File: src/smsp_pkg.sv
// Package for the serial peripheral port: register offsets, bit positions and reset values.
// It assumes a 32-bit classic Wishbone slave decoding word offsets in byte addresses.
`default_nettype none
package smsp_pkg;
  // Register byte offsets.
  localparam logic [3:0] CTRL_OFF = 4'h0;
  localparam logic [3:0] STAT_OFF = 4'h4;
  localparam logic [3:0] DATA_OFF = 4'h8;
  localparam logic [3:0] CFG_OFF = 4'hC;
  // Control register field positions.
  localparam int IRQ_EN_BIT = 7;
  localparam int ENABLE_BIT = 6;
  localparam int BIT_ORDER_BIT = 5;
  localparam int MASTER_BIT = 4;
  localparam int CLOCK_POLARITY_BIT = 3;
  localparam int CLOCK_PHASE_BIT = 2;
  // Status register field positions.
  localparam int FLAG_DONE_BIT = 7;
  localparam int FLAG_WRITE_COLLISION_FLAG_BIT = 6;
  localparam int DOUBLE_SPEED_BIT = 0;
  // Configuration register field position.
  localparam int SS_INPUT_BIT = 0;
  // Values after reset.
  localparam logic [7:0] CTRL_RST = 8'h00;
  localparam logic DOUBLE_SPEED_RST = 1'b0;
  localparam logic SS_INPUT_RST = 1'b1;
  // Half periods of the serial clock in I/O clock cycles, indexed by {double, rate}.
  localparam logic [6:0] HALF_DIV4 = 7'h02;
  localparam logic [6:0] HALF_DIV16 = 7'h08;
  localparam logic [6:0] HALF_DIV64 = 7'h20;
  localparam logic [6:0] HALF_DIV128 = 7'h40;
  localparam logic [6:0] HALF_DIV2 = 7'h01;
  localparam logic [6:0] HALF_DIV8 = 7'h04;
  localparam logic [6:0] HALF_DIV32 = 7'h10;
  // Last clock edge index in one byte transfer and the last bit index.
  localparam logic [3:0] LAST_EDGE = 4'hF;
  localparam logic [2:0] LAST_BIT = 3'h7;
endpackage : smsp_pkg
`default_nettype wire

File: src/smsp_top.sv
// Serial peripheral port, master or slave, with a classic Wishbone register slave.
// It assumes pins arrive asynchronously and are synchronised here; one clock domain.
// Notes on behaviour
// - Master bit selects master, else slave.
// - Low select input in master drops master, flags.
// - Polarity bit sets idle level of clock.
// - Phase bit picks sample or setup edge.
// - Rate and double bits divide clock in master.
// - Transfer end sets flag; interrupt when enabled.
// - Interrupt vector taken clears transfer flag.
// - Status read then data access clears flag.
// - Data write during transfer sets collision flag.
// - Status read then data access clears both.
// - Reserved status bits read as zero.
// - Double speed gives two-cycle shortest period.
// - Data write loads shifter, starts transfer in master.
// - Data read returns receive buffer.
// - Shift out, latch in on opposite edges.
// - No transfer unless enable bit set.
// - Bit order one sends LSB first.
// - Select high resets slave, drops partial byte.
// - Interrupt enable gates flag onto interrupt.
`default_nettype none
module smsp_top (
  input wire logic clk_i,
  input wire logic rst_i,
  input wire logic wb_cyc_i,
  input wire logic wb_stb_i,
  input wire logic wb_we_i,
  input wire logic [3:0] wb_adr_i,
  input wire logic [31:0] wb_dat_i,
  input wire logic [3:0] wb_sel_i,
  output logic [31:0] wb_dat_o,
  output logic wb_ack_o,
  input wire logic global_irq_enable_i,
  input wire logic irq_taken_i,
  output logic irq_o,
  input wire logic sck_i,
  output logic sck_o,
  output logic sck_oe_n_o,
  input wire logic mosi_i,
  output logic mosi_o,
  output logic mosi_oe_n_o,
  input wire logic miso_i,
  output logic miso_o,
  output logic miso_oe_n_o,
  input wire logic ss_n_i
);
  logic [7:0] ctrl;
  logic double_speed;
  logic ss_is_input;
  logic flag_done;
  logic flag_write_collision_flag;
  logic arm_done;
  logic arm_write_collision_flag;
  logic [7:0] rx_buf;
  logic [7:0] tx_sr;
  logic [7:0] rx_sr;
  logic [2:0] bit_cnt;
  logic [3:0] edge_cnt;
  logic [6:0] half_cnt;
  logic [9:0] dly;
  logic m_busy;
  logic sck_q;
  logic sck_p;
  logic [3:0] s1;
  logic [3:0] s2;
  logic [3:0] s3;
  logic [3:0] pin_f;

  // Pins pass three flops; a change counts once the second and third agree.
  genvar gi;
  generate
    for (gi = 0; gi < 4; gi++) begin : g_sync
      always_ff @(posedge clk_i) begin
        if (rst_i) begin
          s1[gi] <= 1'b0;
          s2[gi] <= 1'b0;
          s3[gi] <= 1'b0;
          pin_f[gi] <= (gi == 3);
        end else begin
          s1[gi] <= (gi == 0) ? sck_i : (gi == 1) ? mosi_i : (gi == 2) ? miso_i : ss_n_i;
          s2[gi] <= s1[gi];
          s3[gi] <= s2[gi];
          if (s2[gi] == s3[gi]) begin
            pin_f[gi] <= s3[gi];
          end
        end
      end
    end
  endgenerate

  // Reverse a byte so that the shifter always leaves from bit seven.
  function automatic logic [7:0] smsp_rev(input logic [7:0] d);
    logic [7:0] r;
    r = 8'h00;
    for (int i = 0; i < 8; i++) begin
      r[i] = d[7 - i];
    end
    return r;
  endfunction : smsp_rev

  // Decoded control fields and bus strobes.
  logic en;
  logic master;
  logic clock_polarity;
  logic clock_phase;
  logic lsb_first;
  logic req;
  logic acc;
  logic wr;
  logic data_acc;
  logic wr_data;
  assign en = ctrl[smsp_pkg::ENABLE_BIT];
  assign master = ctrl[smsp_pkg::MASTER_BIT];
  assign clock_polarity = ctrl[smsp_pkg::CLOCK_POLARITY_BIT];
  assign clock_phase = ctrl[smsp_pkg::CLOCK_PHASE_BIT];
  assign lsb_first = ctrl[smsp_pkg::BIT_ORDER_BIT];
  assign req = wb_cyc_i && wb_stb_i;
  assign acc = req && wb_ack_o;
  assign wr = acc && wb_we_i && wb_sel_i[0];
  assign data_acc = acc && (wb_adr_i == smsp_pkg::DATA_OFF);
  assign wr_data = wr && (wb_adr_i == smsp_pkg::DATA_OFF);

  // Half period from the rate code and the double speed bit.
  logic [6:0] half;
  always_comb begin
    unique case ({double_speed, ctrl[1:0]})
      3'b000: half = smsp_pkg::HALF_DIV4;
      3'b001: half = smsp_pkg::HALF_DIV16;
      3'b010: half = smsp_pkg::HALF_DIV64;
      3'b011: half = smsp_pkg::HALF_DIV128;
      3'b100: half = smsp_pkg::HALF_DIV2;
      3'b101: half = smsp_pkg::HALF_DIV8;
      3'b110: half = smsp_pkg::HALF_DIV32;
      default: half = smsp_pkg::HALF_DIV64;
    endcase
  end

  // Edge events from the master divider or from the external clock.
  logic sck_f;
  logic ss_f;
  logic sdi;
  logic slave_act;
  logic tick;
  logic s_edge;
  logic lead_e;
  logic trail_e;
  logic sample_e;
  logic setup_e;
  logic busy;
  logic done;
  logic fault;
  logic [7:0] next_rx;
  logic cap_e;
  assign sck_f = pin_f[0];
  assign ss_f = pin_f[3];
  assign sdi = master ? pin_f[2] : pin_f[1];
  assign slave_act = en && !master && !ss_f;
  assign tick = m_busy && (half_cnt == half - 7'h01);
  assign s_edge = slave_act && (sck_f != sck_p);
  // Leading edge leaves the idle level, trailing edge returns to it.
  assign lead_e = master ? (tick && !edge_cnt[0]) : (s_edge && (sck_f != clock_polarity));
  assign trail_e = master ? (tick && edge_cnt[0]) : (s_edge && (sck_f == clock_polarity));
  // Phase zero samples on leading edges; phase one sets up on them first.
  assign sample_e = clock_phase ? trail_e : lead_e;
  assign setup_e = clock_phase ? (lead_e && bit_cnt != 3'h0) : trail_e;
  assign busy = master ? (m_busy || dly[9:5] != 5'h00) : (slave_act && bit_cnt != 3'h0);
  assign done = master ? dly[9] : (sample_e && bit_cnt == smsp_pkg::LAST_BIT);
  assign fault = en && master && ss_is_input && !ss_f;
  assign next_rx = {rx_sr[6:0], sdi};
  assign cap_e = master ? dly[4] : sample_e;  // Master reads miso after its sync delay.

  // Control, status and configuration registers written by software.
  always_ff @(posedge clk_i) begin
    if (rst_i) begin
      ctrl <= smsp_pkg::CTRL_RST;
      double_speed <= smsp_pkg::DOUBLE_SPEED_RST;
      ss_is_input <= smsp_pkg::SS_INPUT_RST;
    end else begin
      if (wr && wb_adr_i == smsp_pkg::CTRL_OFF) begin
        ctrl <= wb_dat_i[7:0];
      end
      if (wr && wb_adr_i == smsp_pkg::STAT_OFF) begin
        double_speed <= wb_dat_i[smsp_pkg::DOUBLE_SPEED_BIT];
      end
      if (wr && wb_adr_i == smsp_pkg::CFG_OFF) begin
        ss_is_input <= wb_dat_i[smsp_pkg::SS_INPUT_BIT];
      end
      // A fault outranks a same-cycle write so a contending master is never driven.
      if (fault) begin
        ctrl[smsp_pkg::MASTER_BIT] <= 1'b0;
      end
    end
  end

  // Shift engine shared by master and slave.
  always_ff @(posedge clk_i) begin
    if (rst_i || !en) begin
      m_busy <= 1'b0;
      half_cnt <= 7'h00;
      edge_cnt <= 4'h0;
      bit_cnt <= 3'h0;
      dly <= 10'h000;
      sck_q <= clock_polarity;
      tx_sr <= 8'h00;
      rx_sr <= 8'h00;
    end else begin
      // Master capture and end wait five cycles: pin output register plus miso synchroniser.
      dly <= {dly[8:5], tick && edge_cnt == smsp_pkg::LAST_EDGE, dly[3:0], master && sample_e};
      if (fault || (!master && !slave_act)) begin
        // Select high clears the slave state at once; partial bytes are lost.
        m_busy <= 1'b0;
        bit_cnt <= 3'h0;
        edge_cnt <= 4'h0;
        half_cnt <= 7'h00;
        sck_q <= clock_polarity;
      end else begin
        if (m_busy) begin
          half_cnt <= tick ? 7'h00 : half_cnt + 7'h01;
          if (tick) begin
            sck_q <= ~sck_q;
            edge_cnt <= edge_cnt + 4'h1;
            m_busy <= (edge_cnt != smsp_pkg::LAST_EDGE);
          end
        end else begin
          sck_q <= clock_polarity;
        end
        if (sample_e) begin
          bit_cnt <= bit_cnt + 3'h1;
        end
        rx_sr <= cap_e ? next_rx : rx_sr;
      end
      if (setup_e) begin
        tx_sr <= {tx_sr[6:0], 1'b0};
      end
      if (wr_data && !busy) begin
        // The shifter always leaves from bit seven, so LSB-first data is stored reversed.
        tx_sr <= lsb_first ? smsp_rev(wb_dat_i[7:0]) : wb_dat_i[7:0];
        if (master && !fault) begin
          m_busy <= 1'b1;
          half_cnt <= 7'h00;
          edge_cnt <= 4'h0;
          bit_cnt <= 3'h0;
        end
      end
    end
  end

  // Previous external clock level for slave edge detection.
  always_ff @(posedge clk_i) begin
    if (rst_i) begin
      sck_p <= 1'b0;
    end else begin
      sck_p <= sck_f;
    end
  end

  // Receive buffer, loaded with the completed byte in its natural order.
  always_ff @(posedge clk_i) begin
    if (rst_i) begin
      rx_buf <= 8'h00;
    end else if (en && done) begin
      rx_buf <= lsb_first ? smsp_rev(cap_e ? next_rx : rx_sr) :
                (cap_e ? next_rx : rx_sr);
    end
  end

  // Flags: a setting event always beats a clear in the same cycle.
  always_ff @(posedge clk_i) begin
    if (rst_i) begin
      flag_done <= 1'b0;
      flag_write_collision_flag <= 1'b0;
      arm_done <= 1'b0;
      arm_write_collision_flag <= 1'b0;
    end else begin
      flag_done <= (en && done) || fault ||
                   (flag_done && !(irq_taken_i || (data_acc && (arm_done || arm_write_collision_flag))));
      flag_write_collision_flag <= (wr_data && busy) || (flag_write_collision_flag && !(data_acc && arm_write_collision_flag));
      if (acc && !wb_we_i && wb_adr_i == smsp_pkg::STAT_OFF) begin
        arm_done <= flag_done;
        arm_write_collision_flag <= flag_write_collision_flag;
      end else if (data_acc) begin
        arm_done <= 1'b0;
        arm_write_collision_flag <= 1'b0;
      end
    end
  end

  // Interrupt request, gated by the local and global enables.
  always_ff @(posedge clk_i) begin
    if (rst_i) begin
      irq_o <= 1'b0;
    end else begin
      irq_o <= flag_done && ctrl[smsp_pkg::IRQ_EN_BIT] && global_irq_enable_i;
    end
  end

  // Bus slave: ack one cycle after the request, read data latched with it.
  always_ff @(posedge clk_i) begin
    if (rst_i) begin
      wb_ack_o <= 1'b0;
      wb_dat_o <= 32'h0000_0000;
    end else begin
      wb_ack_o <= req && !wb_ack_o;
      if (req && !wb_ack_o) begin
        unique case (wb_adr_i)
          smsp_pkg::CTRL_OFF: wb_dat_o <= {24'h00_0000, ctrl};
          smsp_pkg::STAT_OFF: wb_dat_o <= {24'h00_0000, flag_done, flag_write_collision_flag, 5'h00,
                                           double_speed};
          smsp_pkg::DATA_OFF: wb_dat_o <= {24'h00_0000, rx_buf};
          smsp_pkg::CFG_OFF: wb_dat_o <= {31'h0000_0000, ss_is_input};
          default: wb_dat_o <= 32'h0000_0000;
        endcase
      end
    end
  end

  // Pin drivers; enables are active low while this end drives the pin.
  always_ff @(posedge clk_i) begin
    if (rst_i) begin
      sck_o <= 1'b0;
      sck_oe_n_o <= 1'b1;
      mosi_o <= 1'b0;
      mosi_oe_n_o <= 1'b1;
      miso_o <= 1'b0;
      miso_oe_n_o <= 1'b1;
    end else begin
      sck_o <= sck_q;
      sck_oe_n_o <= !(en && master && !fault);
      mosi_o <= tx_sr[7];
      mosi_oe_n_o <= !(en && master && !fault);
      miso_o <= tx_sr[7];
      miso_oe_n_o <= !slave_act;
    end
  end
endmodule : smsp_top
`default_nettype wire

File: config.mk
export PLATFORM = sky130hd
export DESIGN_NAME = smsp_top
export DESIGN_NICKNAME = d
export VERILOG_FILES = /design/src/smsp_pkg.sv /design/src/smsp_top.sv
export SDC_FILE = /design/constraint.sdc
export NUM_CORES = 1
export LEC_CHECK = 0
export BUFFER_PORTS_ARGS = -buffer_cell sky130_fd_sc_hd__buf_4
export CAP_MARGIN = 20
export CORE_ASPECT_RATIO = 1.5
export CORE_UTILIZATION = 57
export CTS_BUF_LIST = sky130_fd_sc_hd__clkbuf_4 sky130_fd_sc_hd__clkbuf_8
export DETAILED_ROUTE_END_ITERATION = 6
export PLACE_DENSITY = 0.9
export SYNTH_ARGS = -nofsm -noshare
export SYNTH_HDL_FRONTEND = slang
export SYNTH_SLANG_ARGS = --single-unit
export TNS_END_PERCENT = 10
File: constraint.sdc
create_clock -name clk_i -period 4.8 [get_ports clk_i]
set_input_delay 1.2 -clock clk_i [delete_from_list [all_inputs] [get_ports clk_i]]
set_output_delay 1.2 -clock clk_i [all_outputs]
set_load 0.005 [all_outputs]
==> impl_metrics.env <==
export IMPL_status="finished clean"
export IMPL_grt_max_degree=48
export IMPL_crit_required_ps=5060
export IMPL_hold_class="reg -> reg"
export IMPL_postLayoutSetupSlackWorst_ps=634
export IMPL_vias=3609
export IMPL_synth_edf_count=1
export IMPL_synthCells=506
export IMPL_max_cap_viol_count=0
export IMPL_insertion_delay_ps=360
export IMPL_wl_mm=9.14
export IMPL_cts_root_buf="clkbuf_8"
export IMPL_nets=586
export IMPL_clock_path_buffers=2
export IMPL_grt_usage_pct=23.0
export IMPL_path_clk_slew_ps=90
export IMPL_area_delta_synth_final_pct=8.81
export IMPL_min_period_ps=4170
export IMPL_start_kind="flop"
export IMPL_peakVddDrop_v=0.000218
export IMPL_max_freq_mhz=240
export IMPL_hp_start="dly[2]$_SDFF_PP0_"
export IMPL_crit_family="simple AND/OR/NAND/NOR gates"
export IMPL_drive_gt1_share_pct=15.8
export IMPL_route_detailed_drc=0
export IMPL_syn_avg_cell_area_sq_um=9.12
export IMPL_grt_pass1_vias=3377
export IMPL_dp_hpwl_mm=6.62
export IMPL_grt_pass1_wl_mm=14.8
export IMPL_ys_top_cells_by_area="dfxtp_1 (41%), mux2i_1 (6.3%), buf_4 (4.4%)"
export IMPL_die_y_um=112
export IMPL_synth_seq_cells=95
export IMPL_grt_overflow_total=0
export IMPL_wl_per_cell_um=14.4
export IMPL_yosys_warnings=0
export IMPL_rsz0062_at_grt="false"
export IMPL_synth_cell_types=66
export IMPL_rrSetupSlack_ps=630
export IMPL_postCtsHoldBufs=0
export IMPL_reg2reg_to="rx_buf[0]$_SDFFE_PP0P_"
export IMPL_rows=39
export IMPL_rr_startpoint="double_speed$_SDFFE_PP0P_"
export IMPL_start_util_pct=59.8
export IMPL_setup_viol=0
export IMPL_drtIter0Drc=254
export IMPL_cp_buffers_inverters=0
export IMPL_layoutNonFillerInstCount=633
export IMPL_coreArea_sq_um=7710
export IMPL_post_cts_resized=0
export IMPL_port_buffer_count=39
export IMPL_regArea_sq_um=1910
export IMPL_viasPerCell=5.70
export IMPL_pre_cts_slack_ps=630
export IMPL_synth_top_cell_area_share_pct=40.8
export IMPL_htreeDepth=3
export IMPL_synthArstFlopShare_pct=0
export IMPL_netlist_area_sq_um=4610
export IMPL_relSlewSlack_pct=38.5
export IMPL_synthFlopType="dfxtp_1"
export IMPL_critPathMaxStageDelay_ps=470
export IMPL_cp_arrival_ps=4430
export IMPL_path_cells="or3b_4, ha_1, xor2_1, xnor2_1, nor4b_4, nand4_2, nor2_2, ha_1, nand2_1, nand2_1, o22a_1, mux2_4, or3_1, a32o_1"
export IMPL_seq_area_frac_synth_pct=41.4
export IMPL_clkSinkCount=95
export IMPL_n_antenna_cell=0
export IMPL_cpMaxStageDelayCell="dfxtp_1"
export IMPL_synthMostInstantiatedCell="dfxtp_1"
export IMPL_leakagePower_nw=1.94
export IMPL_crit_type="reg -> reg"
export IMPL_die_w_um=75.5
export IMPL_slew_viol_final=0
export IMPL_dieArea_sq_um=8460
export IMPL_ys_top_cells_by_count="dfxtp_1 (94), nand2_1 (44), nor2_1 (44)"
export IMPL_r2r_cells=14
export IMPL_p_per_area_nw_per_um2=286
export IMPL_tightest_slew_ps=921
export IMPL_cts_tree="built"
export IMPL_tns_ps=0
export IMPL_ios=91
export IMPL_final_hold_viol_count=0
export IMPL_path_max_fanout=12
export IMPL_gp_congestion=0.811
export IMPL_fin_crit_sh_pct=86.8
export IMPL_cts_setup_buffers=0
export IMPL_hold_end="dly[3]$_SDFF_PP0_"
export IMPL_drt_antenna_violating_nets=0
export IMPL_fillerInstances=625
export IMPL_antenna_found_initial=0
export IMPL_hold_depth=1
export IMPL_cp_end_kind="flop"
export IMPL_multi_input_area_sq_um=2420
export IMPL_finClkSkew_ps=8.98
export IMPL_synth_largest_area_cell="dfxtp_1"
export IMPL_dpl_cell_count=617
export IMPL_numCtsBuffers=9
export IMPL_dr_pass1_iters=5
placed cells by master (no fill, tap or decap), types with 3 or more instances in the layout:
| cell type | instances |
|---|---|
| nand4_1 | 4 |
| o21ai_0 | 21 |
| nand2_1 | 44 |
| nor3b_1 | 3 |
| nand3_1 | 16 |
| clkbuf_8 | 12 |
| conb_1 | 24 |
| a22oi_1 | 10 |
| buf_4 | 40 |
| nand2b_1 | 10 |
| nor2b_1 | 20 |
| a32o_1 | 6 |
| a31oi_1 | 5 |
| nor3_1 | 3 |
| mux2_2 | 13 |
| ha_1 | 8 |
| mux2i_1 | 29 |
| or3_1 | 4 |
| o31ai_1 | 4 |
| nor2_1 | 44 |
| dfxtp_1 | 94 |
| or4_1 | 4 |
| xor2_1 | 4 |
| nand3b_1 | 8 |
| and2_1 | 11 |
| xnor2_1 | 7 |
| and3_1 | 3 |
| or3b_1 | 3 |
| a21oi_1 | 28 |
| inv_1 | 7 |
where the power goes:
part / internal [mW] / switching (mW) / total (mW)
sequential: 0.793 / 0.00296 / 0.796
clock: 0.332 / 0.257 / 0.590
combinational: 0.0226 / 0.0282 / 0.0508
total: 1.15 / 0.288 / 1.44
metrics by stage:
step / instance area (sq um) / util [%] / total power [mW] / hold WS, ps
floorplan: 4700 / - / 0.855 / 406
global placement: 4780 / 62.0 / 0.863 / 413
detailed placement: 4780 / 62.0 / 0.865 / 416
CTS: 5010 / 65.0 / 1.45 / 439
global route: 5020 / 65.1 / 1.49 / 462
finish: 5020 / 65.1 / 1.44 / 437
per-layer routing:
layer	up-vias	wire length, um	track usage, %
met2	126	4800	40.4
met3	26	458	6.28
met1	1692	3590	24.1
met5	-	0	0
met4	0	289	11.9
li1	1765	-	-
sequential cells by signal (all words and copies together) (netlist names), 4 cells and up:
register,count
ctrl,8
dly,10
edge_cnt,4
half_cnt,7
rx_buf,8
rx_sr,8
s1,4
s2,4
s3,4
tx_sr,8
wb_dat_o,8
cells by family after synthesis:
logic type	share of synthesized area (%)
and+or+nand+nor	23.3
DFF	41.4
AOI/OAI and AO/OA	12.8
buffers and inverters	7.89
muxes	10.3
xor gates and xnor gates	2.09
adders and majority gates	2.17
other	0.0813
area by class of cell:
cell class | count | area share [%]
clock inverter | 3 | 1.30
sequential | 95 | 38.1
tap | 102 | 2.54
inverter | 7 | 0.523
clock buffer | 12 | 3.29
timing repair buffer | 40 | 5.98
multi-input combinational | 374 | 48.3
how the worst max path moves through the flow:
stage                     slack [ps]  cells after the start                       from                      to
after global placement           780                     14  double_speed$_SDFFE_PP0P_  rx_buf[0]$_SDFFE_PP0P_
after global routing             370                     14  double_speed$_SDFFE_PP0P_  rx_buf[0]$_SDFFE_PP0P_
final                            630                     14  double_speed$_SDFFE_PP0P_  rx_buf[0]$_SDFFE_PP0P_
after floorplan                 1250                     16       ctrl[0]$_SDFFE_PP0P_  rx_buf[0]$_SDFFE_PP0P_
after CTS                        620                     14  double_speed$_SDFFE_PP0P_  rx_buf[0]$_SDFFE_PP0P_
after detailed placement         630                     14  double_speed$_SDFFE_PP0P_  rx_buf[0]$_SDFFE_PP0P_
No activity file was read; power rests on OpenSTA's default activity.
